File: src/ref_ladder_pkg.sv
// Constants shared by the reference ladder control block
package ref_ladder_pkg;

  // Register bus geometry
  localparam int ADDR_W = 2;
  localparam int DATA_W = 8;

  // Register offsets, one index per 8-bit register
  localparam logic [ADDR_W-1:0] OFF_CONTROL = 2'h0;
  localparam logic [ADDR_W-1:0] OFF_STATUS  = 2'h1;
  localparam logic [ADDR_W-1:0] OFF_RATIO   = 2'h2;

  // Reset values
  localparam logic [DATA_W-1:0] CONTROL_RESET = 8'h00;
  localparam logic [DATA_W-1:0] READ_IDLE     = 8'h00;

  // Control register field positions
  localparam int BIT_POWER_ENABLE = 7;
  localparam int BIT_PIN_ROUTE    = 6;
  localparam int BIT_RANGE_SELECT = 5;
  localparam int BIT_SOURCE_SEL   = 4;
  localparam int CODE_MSB         = 3;
  localparam int CODE_LSB         = 0;
  localparam int CODE_W           = CODE_MSB - CODE_LSB + 1;

  // Status register field positions
  localparam int STS_POWERED   = 7;
  localparam int STS_ROUTED    = 6;
  localparam int STS_SETTLED   = 5;
  localparam int STS_CONFLICT  = 4;
  localparam int STS_RANGE     = 3;
  localparam int STS_SOURCE    = 2;

  // Ladder arithmetic: output is num / den of the source span
  localparam int NUM_W                  = 6;
  localparam logic [NUM_W-1:0] DEN_WIDE = 6'h18;   // 24 units, range set
  localparam logic [NUM_W-1:0] DEN_FINE = 6'h20;   // 32 units, range clear
  localparam logic [NUM_W-1:0] OFS_FINE = 6'h08;   // 1/4 of 32 units
  localparam logic [NUM_W-1:0] OFS_WIDE = 6'h00;
  localparam int TAP_COUNT              = 16;

  // Pin direction encoding: one selects input
  localparam logic PIN_DIR_INPUT = 1'b1;

  // Settling window after any change of ladder settings that leaves power set
  localparam int CLK_PERIOD_NS = 8;
  localparam int SETTLE_NS     = 80;
  localparam int SETTLE_CYCLES =
    (SETTLE_NS + CLK_PERIOD_NS - 1) / CLK_PERIOD_NS;
  localparam int SETTLE_W      = 8;

  // Settling tracker states
  typedef enum logic [1:0] {
    settle_off,
    settle_wait,
    settle_done
  } settle_state_t;

endpackage

File: src/ref_ladder_control.sv
// Control logic of the comparator reference ladder
//
// Summary of operation
// - Control bit 7 powers the ladder on when set, down when clear.
// - Control bit 6 routes the reference onto the shared analog pin.
// - Bit 5 set: range 0 to 0.625 span, 1/24 steps; clear: 0.25 to 0.719.
// - Bit 4 set: span is external reference pins; clear: supply to ground.
// - Bits 3..0 hold level code 0..15; wide range output is code/24.
// - Fine range output is a quarter span plus code/32 of span.
// - Every reset clears the whole control register to zero.
// - Waking from sleep leaves the control register untouched.
// - Pin gets the reference only if pin is input and routing set.
// - Reference settings never depend on comparator mode or control.
//
// Added by the designer: the address map and the plain strobed port.
`timescale 1ns/1ps
module ref_ladder_control #(
  parameter int TAPS          = ref_ladder_pkg::TAP_COUNT,
  parameter int SETTLE_CYCLES = ref_ladder_pkg::SETTLE_CYCLES
) (
  // Clock, reset and clock enable
  input  wire logic                              clk,
  input  wire logic                              rst_b,
  input  wire logic                              ce,
  // Register port
  input  wire logic [ref_ladder_pkg::ADDR_W-1:0] addr,
  input  wire logic [ref_ladder_pkg::DATA_W-1:0] wdata,
  input  wire logic                              wr,
  input  wire logic                              rd,
  output logic      [ref_ladder_pkg::DATA_W-1:0] rdata,
  // Port logic of the shared pin, same clock
  input  wire logic                              pin0_direction_bit,
  // Ladder control to the analog macro
  output logic                                   ref_power_enable,
  output logic                                   ref_range_select,
  output logic                                   ref_source_select,
  output logic      [ref_ladder_pkg::CODE_W-1:0] ref_level_code,
  output logic      [TAPS-1:0]                   tap_select,
  output logic                                   bottom_segment_on,
  // Output ratio of the source span
  output logic      [ref_ladder_pkg::NUM_W-1:0]  ratio_num,
  output logic      [ref_ladder_pkg::NUM_W-1:0]  ratio_den,
  // Shared analog pin mux
  output logic                                   ref_pin_route_enable,
  output logic                                   shared_analog_pin0,
  // Settling indication
  output logic                                   ref_settled
);

  // Stored control byte; the only software-written state
  logic [ref_ladder_pkg::DATA_W-1:0] ref_ladder_control;
  logic [ref_ladder_pkg::DATA_W-1:0] next_rdata;

  // Settling tracker
  ref_ladder_pkg::settle_state_t      settle_state;
  ref_ladder_pkg::settle_state_t      next_settle_state;
  logic [ref_ladder_pkg::SETTLE_W-1:0] settle_count;
  logic [ref_ladder_pkg::SETTLE_W-1:0] next_settle_count;

  // Decoded accesses
  wire logic hit_control;
  wire logic hit_status;
  wire logic hit_ratio;
  wire logic write_control;
  wire logic settings_change;
  wire logic route_allowed;
  wire logic pin_conflict;

  // Decoded fields of the stored byte
  wire logic                              f_power;
  wire logic                              f_route;
  wire logic                              f_range;
  wire logic                              f_source;
  wire logic [ref_ladder_pkg::CODE_W-1:0] f_code;

  // Assembled read words
  wire logic [ref_ladder_pkg::DATA_W-1:0] status_word;
  wire logic [ref_ladder_pkg::DATA_W-1:0] ratio_word;

  localparam logic [ref_ladder_pkg::SETTLE_W-1:0] SETTLE_LAST =
    ref_ladder_pkg::SETTLE_W'(SETTLE_CYCLES - 1);
  localparam logic [ref_ladder_pkg::SETTLE_W-1:0] COUNT_ZERO =
    ref_ladder_pkg::SETTLE_W'(0);
  localparam logic [ref_ladder_pkg::SETTLE_W-1:0] COUNT_ONE =
    ref_ladder_pkg::SETTLE_W'(1);

  // Address match, shared by write and read decode
  function automatic logic addr_is(
    input logic [ref_ladder_pkg::ADDR_W-1:0] a,
    input logic [ref_ladder_pkg::ADDR_W-1:0] off
  );
    return a == off;
  endfunction

  // Register decode
  assign hit_control   = addr_is(addr, ref_ladder_pkg::OFF_CONTROL);
  assign hit_status    = addr_is(addr, ref_ladder_pkg::OFF_STATUS);
  assign hit_ratio     = addr_is(addr, ref_ladder_pkg::OFF_RATIO);
  assign write_control = ce & wr & hit_control;

  // Any write that alters the stored byte restarts settling if it sets power, or ends it if power is clear
  assign settings_change = write_control &
                           (wdata != ref_ladder_control);

  // Field split of the stored byte
  assign f_power  = ref_ladder_control[ref_ladder_pkg::BIT_POWER_ENABLE];
  assign f_route  = ref_ladder_control[ref_ladder_pkg::BIT_PIN_ROUTE];
  assign f_range  = ref_ladder_control[ref_ladder_pkg::BIT_RANGE_SELECT];
  assign f_source = ref_ladder_control[ref_ladder_pkg::BIT_SOURCE_SEL];
  assign f_code   = ref_ladder_control[ref_ladder_pkg::CODE_MSB:
                                       ref_ladder_pkg::CODE_LSB];

  // Control byte: only reset or a software write changes it.
  // No sleep or wake input exists, so waking cannot disturb it.
  always_ff @(posedge clk) begin
    if (!rst_b) begin
      ref_ladder_control <= ref_ladder_pkg::CONTROL_RESET;
    end else if (write_control) begin
      ref_ladder_control <= wdata;
    end
  end

  // Macro controls straight from stored bits, no comparator inputs
  assign ref_power_enable  = f_power;
  assign ref_range_select  = f_range;
  assign ref_source_select = f_source;
  assign ref_level_code    = f_code;

  // Pin path closes only for an input pin with routing requested
  assign route_allowed = f_route &
                         (pin0_direction_bit == ref_ladder_pkg::PIN_DIR_INPUT);

  // Route request reaches the pin mux; connection gated by direction
  assign ref_pin_route_enable = f_route;
  assign shared_analog_pin0   = route_allowed & f_power;

  // Routing asked for an output pin; wastes current, so flagged
  assign pin_conflict = f_route &
                        (pin0_direction_bit != ref_ladder_pkg::PIN_DIR_INPUT);

  // Tap selection and ratio arithmetic
  ref_tap_decoder #(
    .TAPS              (TAPS)
  ) u_tap_decoder (
    .powered           (f_power),
    .range_select      (f_range),
    .level_code        (f_code),
    .tap_select        (tap_select),
    .bottom_segment_on (bottom_segment_on),
    .ratio_num         (ratio_num),
    .ratio_den         (ratio_den)
  );

  // Settling tracker: level is valid only a fixed time after a change.
  // A change during the wait restarts the count rather than queuing.
  always_comb begin
    next_settle_state = settle_state;
    next_settle_count = settle_count;
    case (settle_state)
      ref_ladder_pkg::settle_off: begin
        if (settings_change &&
            wdata[ref_ladder_pkg::BIT_POWER_ENABLE]) begin
          next_settle_state = ref_ladder_pkg::settle_wait;
          next_settle_count = SETTLE_LAST;
        end
      end
      ref_ladder_pkg::settle_wait: begin
        if (settings_change) begin
          next_settle_state =
            wdata[ref_ladder_pkg::BIT_POWER_ENABLE] ?
            ref_ladder_pkg::settle_wait : ref_ladder_pkg::settle_off;
          next_settle_count = SETTLE_LAST;
        end else if (settle_count == COUNT_ZERO) begin
          next_settle_state = ref_ladder_pkg::settle_done;
        end else begin
          next_settle_count = settle_count - COUNT_ONE;
        end
      end
      ref_ladder_pkg::settle_done: begin
        if (settings_change) begin
          next_settle_state =
            wdata[ref_ladder_pkg::BIT_POWER_ENABLE] ?
            ref_ladder_pkg::settle_wait : ref_ladder_pkg::settle_off;
          next_settle_count = SETTLE_LAST;
        end
      end
      default: begin
        next_settle_state = ref_ladder_pkg::settle_off;
        next_settle_count = COUNT_ZERO;
      end
    endcase
  end

  // Settling registers, frozen while the clock enable is low
  always_ff @(posedge clk) begin
    if (!rst_b) begin
      settle_state <= ref_ladder_pkg::settle_off;
      settle_count <= COUNT_ZERO;
    end else if (ce) begin
      settle_state <= next_settle_state;
      settle_count <= next_settle_count;
    end
  end

  assign ref_settled = (settle_state == ref_ladder_pkg::settle_done);

  // Status word shows live block state
  assign status_word = {f_power,
                        route_allowed & f_power,
                        ref_settled,
                        pin_conflict,
                        f_range,
                        f_source,
                        2'h0};

  // Ratio word: numerator of the span fraction
  assign ratio_word = {2'h0, ratio_num};

  // Read mux; unmapped offsets answer zero
  assign next_rdata = hit_control ? ref_ladder_control :
                      hit_status  ? status_word :
                      hit_ratio   ? ratio_word :
                                    ref_ladder_pkg::READ_IDLE;

  // With the clock enable high, read data stand one cycle after the strobe, zero otherwise
  always_ff @(posedge clk) begin
    if (!rst_b) begin
      rdata <= ref_ladder_pkg::READ_IDLE;
    end else if (ce) begin
      rdata <= rd ? next_rdata : ref_ladder_pkg::READ_IDLE;
    end
  end

endmodule

File: src/ref_tap_decoder.sv
// Tap decoder turning range and level code into ladder selections
`timescale 1ns/1ps
module ref_tap_decoder #(
  parameter int TAPS = ref_ladder_pkg::TAP_COUNT
) (
  // Settings from the control register
  input  wire logic                              powered,
  input  wire logic                              range_select,
  input  wire logic [ref_ladder_pkg::CODE_W-1:0] level_code,
  // Ladder switch drive
  output logic [TAPS-1:0]                        tap_select,
  output logic                                   bottom_segment_on,
  // Output ratio of the source span
  output logic [ref_ladder_pkg::NUM_W-1:0]       ratio_num,
  output logic [ref_ladder_pkg::NUM_W-1:0]       ratio_den
);

  // One-hot tap of a code, used for both ranges
  function automatic logic [TAPS-1:0] onehot(
    input logic [ref_ladder_pkg::CODE_W-1:0] code
  );
    logic [TAPS-1:0] sel;
    sel = '0;
    sel[code] = 1'b1;
    return sel;
  endfunction

  wire logic [ref_ladder_pkg::NUM_W-1:0] code_wide;
  wire logic [ref_ladder_pkg::NUM_W-1:0] offset;

  assign code_wide = {{(ref_ladder_pkg::NUM_W-ref_ladder_pkg::CODE_W){1'b0}},
                      level_code};

  // Fine range lifts the ladder by a quarter span
  assign offset = range_select ? ref_ladder_pkg::OFS_WIDE
                               : ref_ladder_pkg::OFS_FINE;

  // Wide range is code/24, fine range 1/4 + code/32
  assign ratio_num = offset + code_wide;
  assign ratio_den = range_select ? ref_ladder_pkg::DEN_WIDE
                                  : ref_ladder_pkg::DEN_FINE;

  // A powered-down ladder opens every switch to cut current
  assign tap_select        = powered ? onehot(level_code) : '0;
  assign bottom_segment_on = powered & ~range_select;

endmodule
File: config.mk
export PLATFORM = sky130hd
export DESIGN_NAME = ref_ladder_control
export DESIGN_NICKNAME = d
export VERILOG_FILES = /design/src/ref_ladder_pkg.sv /design/src/ref_ladder_control.sv /design/src/ref_tap_decoder.sv
export SDC_FILE = /design/constraint.sdc
export NUM_CORES = 1
export LEC_CHECK = 0
export ABC_AREA = 1
export BUFFER_PORTS_ARGS = -buffer_cell sky130_fd_sc_hd__buf_2
export CORE_MARGIN = 3
export CORE_UTILIZATION = 41
export DETAILED_ROUTE_END_ITERATION = 8
export PLACE_DENSITY = 0.69
export RECOVER_POWER = 25
export SLEW_MARGIN = 15
export SYNTH_ARGS = -nofsm -noshare
export SYNTH_HDL_FRONTEND = slang
export SYNTH_SLANG_ARGS = --single-unit
File: constraint.sdc
create_clock -name clk -period 4.3 [get_ports clk]
set_input_delay 0.215 -clock clk [delete_from_list [all_inputs] [get_ports clk]]
set_output_delay 0.215 -clock clk [all_outputs]
set_load 0.03 [all_outputs]
After elaboration in Yosys (flattened, before gate mapping)
Index checks and enable logic that the tools add are counted.
Storage, ports and cells
  bits in registers: 26
  output and inout bits: 47
Cells by class
  add/subtract/negate cells: 2
  reduce and logical (&&, ||, !) cells: 7
  bitwise gates (word level): 9
  mux-type cells: 20
  eq/ne operators: 9
  $lt $le $gt $ge: 2
Operators with widths (count)
  8-bit two-way mux: 7
  8-bit one-hot mux with 3 select lines: 1
  16-bit two-way mux: 1
  6-bit two-way mux: 2
  8-bit logical NOT: 1
  2-bit two-way mux: 4
  8-bit != test: 1
  4-bit AND reduction: 2
  8-bit by 1-bit subtractor with 8-bit output (second input constant): 1
  1-bit AND: 7
  6-bit by 4-bit adder with 6-bit output: 1
  3-bit != test (second input constant): 2
  2-bit one-hot mux with 3 select lines: 1
  4-bit by 5-bit less-than comparator with 1-bit output (second input constant): 1
  1-bit demux with 4-bit select: 1
  2-bit by 1-bit == test with 1-bit output (second input constant): 2
  2-bit == test (second input constant): 2
  4-bit by 1-bit >= comparator with 1-bit output (second input constant): 1
  2-bit logical NOT: 2
  4-bit two-way mux: 1
  1-bit logical AND: 2
  1-bit two-way mux: 2
  2-bit by 1-bit != test with 1-bit output (second input constant): 1
  2-bit != test (second input constant): 1
  1-bit inverter: 2

Depth between registers and ports, before layout
  depth after elaboration: 6
  depth in mapped cells: 13
  gate-level depth less buffers: 13

Cells and area by module
Synthesis repeated with hierarchy kept, for this count alone.
Second synthesis, totals
  cells, all modules: 268
  area, all modules: 1744.2 µm²
By module, submodules not included
  ref_ladder_control: sequential area each 520.5 µm², area an instance 1539.0 µm², cells an instance 226, instances 1
  ref_tap_decoder: sequential area each 0.0 µm², area an instance 205.2 µm², cells an instance 42, instances 1

Least setup slack after synthesis
Ideal clock, no wire load.
  path type: register to output
  start: register ref_ladder_control[7] (netlist bit)
  end: output port tap_select[0]
  path buffers: 1
  data required time: 4.085 ns
  stages on the path, launching flop included: 4
  setup slack: 2.500 ns
  data arrival time: 1.585 ns
  cells stage by stage: dfxtp_1 > buf_6 > clkinv_1 > nor3_1
Between the ends
  longest elaborated chain between the ends: 1
Ends and longest elaborated chain
  from (decl): line ref_ladder_control.sv:51  | logic [ref_ladder_pkg::DATA_W-1:0] ref_ladder_control;
  from (signal assigned): line ref_ladder_control.sv:117  | ref_ladder_control <= ref_ladder_pkg::CONTROL_RESET;
  from (signal assigned): line ref_ladder_control.sv:119  | ref_ladder_control <= wdata;
  16-bit two-way mux: line ref_tap_decoder.sv:44  | assign tap_select = powered ? onehot(level_code) : '0;
  to (decl): line ref_ladder_control.sv:38  | output logic [TAPS-1:0] tap_select,
No other way between the ends.

Final worst setup path
  start: register ref_ladder_control[7] (netlist bit)
  end: output port tap_select[7]
Same word-level chain as after synthesis.

==> impl_metrics.json <==
{
  "status": "finished clean",
  "area_growth_pct": 18.5,
  "final_common_cell": "nand2_1",
  "cts_root_buf": "clkbuf_8",
  "hold_class": "primary input to flop",
  "die_h_um": 69.5,
  "max_cap_viol_count": 0,
  "route.detailed.drc": 0,
  "n_fill_cell": 402,
  "avgSynthCellArea_um2": 6.69,
  "clk_pin_slew_ns": 0.10,
  "ys_ff_latch": 26,
  "wl_per_cell_um": 12.0,
  "slew_violations": 0,
  "period_share_pct": 42.4,
  "critical-path-top-delay-family": "flip-flops",
  "clk_latency_ns": 0.28,
  "drive_above_1_share_pct": 22.4,
  "via_per_inst": 4.85,
  "yosys_warnings": 0,
  "leakagePower_nw": 0.910,
  "cts_num_sinks": 26,
  "clockBufferDepth": 2,
  "rsz0062_at_grt": "no",
  "port_buffers": 58,
  "hold_buffers": 0,
  "fin_ws_ns": 2.48,
  "place_congestion": 0.877,
  "min_period_ns": 1.82,
  "crit_slowest_cell": "dfxtp_1",
  "core_area_mm2": 0.00377,
  "worst_setup_path_end_kind": "output pin",
  "grt_pass1_wl_mm": 6.96,
  "ant_nets": 0,
  "cts_setup_buffers": 0,
  "startpoint_type": "flop",
  "diodes": 0,
  "required_ns": 4.09,
  "cp.arrival_ns": 1.61,
  "grt_max_degree": 15,
  "dp_hpwl_mm": 3.26,
  "num_io_pins": 63,
  "htree_levels": 1,
  "antenna_found_initial": 0,
  "track_usage_pct": 17.2,
  "routed_wl_mm": 4.17,
  "cp_cell_sequence": "clkinv_1 -> nor3_1 -> buf_2",
  "cts_tree": "done",
  "num_vias": 1684,
  "start_util_pct": 43.8,
  "power.density_mw_per_mm2": 257,
  "grt_overflow_total": 0,
  "cp_max_fo": 9,
  "hold_viol": 0,
  "ir_worst_vdd_v": 0.000192,
  "fin_setup_tns_ns": 0,
  "yosysTopAreaCell": "dfxtp_1",
  "reg2reg_depth": 11,
  "min_path_cells": 3,
  "synth_top_area_share_pct": 31.5,
  "row_count": 22,
  "critPathBufInv": 2,
  "setup_viol_count_final": 0,
  "final_cell_mix": "56 x nand2_1, 49 x buf_2, 30 x nor2_1",
  "die_w_um": 69.5,
  "postSynthCellCount": 247,
  "multi_input_area_um2": 931,
  "die-area_mm2": 0.00483,
  "dp_slack_ns": 2.52,
  "synth.area.top_cells": "dfxtp_1 31%, nand2_1 13%, a21oi_1 6.7%",
  "nets": 319,
  "grt_pass1_vias": 1583,
  "cpPeakStageDelay_ns": 0.55,
  "skew_ns": 0.00754,
  "ff_latch_area_um2": 520,
  "crit_type": "flop to output pin",
  "yosys.cell_types.count": 30,
  "drtPass1Iterations": 4,
  "drtIter0Drc": 62,
  "fmax_mhz": 549,
  "cts_resized": 0,
  "synthesis.area_mm2": 0.00165,
  "synth-seq-area-share_pct": 31.5,
  "crit_cells": 3,
  "cts-buffers-inserted": 3
}
-- kinds of logic after synthesis --
logic type	synth area share (%)
AO/OA/AOI/OAI	13.9
buffers and inverters	12.7
AND/OR/NAND/NOR	33.1
adder cells (fa/ha/maj)	2.27
XOR/XNOR	6.28
flip-flops	31.5
other	0.227
-- flip-flops by register name (all words and copies together), names as in the netlist --
signal	flops
rdata	8
ref_ladder_control	8
settle_count	8
settle_state	2
-- stage by stage --
stage | std cells | hold WS (ns) | instance area [um^2] | utilization [%] | total power, W
after floorplan | 250 | 0.353 | 1660 | - | 0.000322
after global placement | 343 | 0.453 | 1920 | 50.8 | 0.000342
after detailed placement | 343 | 0.454 | 1920 | 50.8 | 0.000342
after CTS | 347 | 0.211 | 1970 | 52.3 | 0.000506
after global routing | 347 | 0.239 | 1960 | 51.9 | 0.000524
final | 347 | 0.211 | 1960 | 51.9 | 0.000503
-- cell type report --
cell class | count | area share [%]
Inverter | 30 | 5.75
Sequential cell | 26 | 26.6
Timing Repair Buffer | 58 | 14.2
Tap cell | 48 | 3.07
Multi-Input combinational cell | 181 | 47.5
Clock buffer | 4 | 2.81
-- worst paths after layout --
| path | from | to | slack [ns] |
|---|---|---|---|
| setup / recovery | ref_ladder_control[7] | tap_select[7] | 2.48 |
| hold / removal | wdata[4] | ref_ladder_control[4] | 0.21 |
| setup reg to reg | ref_ladder_control[0] | settle_count[3] | 2.65 |
| hold reg to reg | rdata[6] | rdata[6] | 0.47 |
-- report_power, final --
part           internal [W]  switching (W)  total (W)
sequential         0.000245     0.00000640   0.000251
combinational     0.0000255      0.0000587  0.0000843
clock             0.0000822      0.0000852   0.000167
total              0.000353       0.000150   0.000503
-- tightest hold or removal path, stage by stage --
cell	delay, ns
buf_2	0.10
o21ai_0	0.08
nor2_1	0.08
-- layer usage --
| layer | track usage, % | wire [um] |
|---|---|---|
| met1 | 21.5 | 1930 |
| met3 | 3.62 | 225 |
| met4 | 4.56 | 51 |
| met5 | 0 | 0 |
| met2 | 29.8 | 1960 |
-- synthesized netlist by cell type --
library cell / count
a21oi_1: 22
a21oi_2: 1
a21oi_4: 1
buf_1: 1
buf_4: 9
buf_6: 2
clkbuf_1: 1
clkinv_1: 2
conb_1: 1
dfxtp_1: 26
ha_1: 3
inv_1: 24
inv_2: 4
nand2_1: 56
nand2_2: 2
nand2_4: 2
nand3_1: 16
nand3_4: 1
nand4_1: 2
nor2_1: 29
nor2_2: 3
nor2_4: 1
nor3_1: 9
nor3b_1: 1
o211ai_1: 3
o21ai_0: 13
o31ai_1: 1
xnor2_1: 6
xnor2_2: 1
xor2_1: 4
Power figures use the tool's default switching activity.
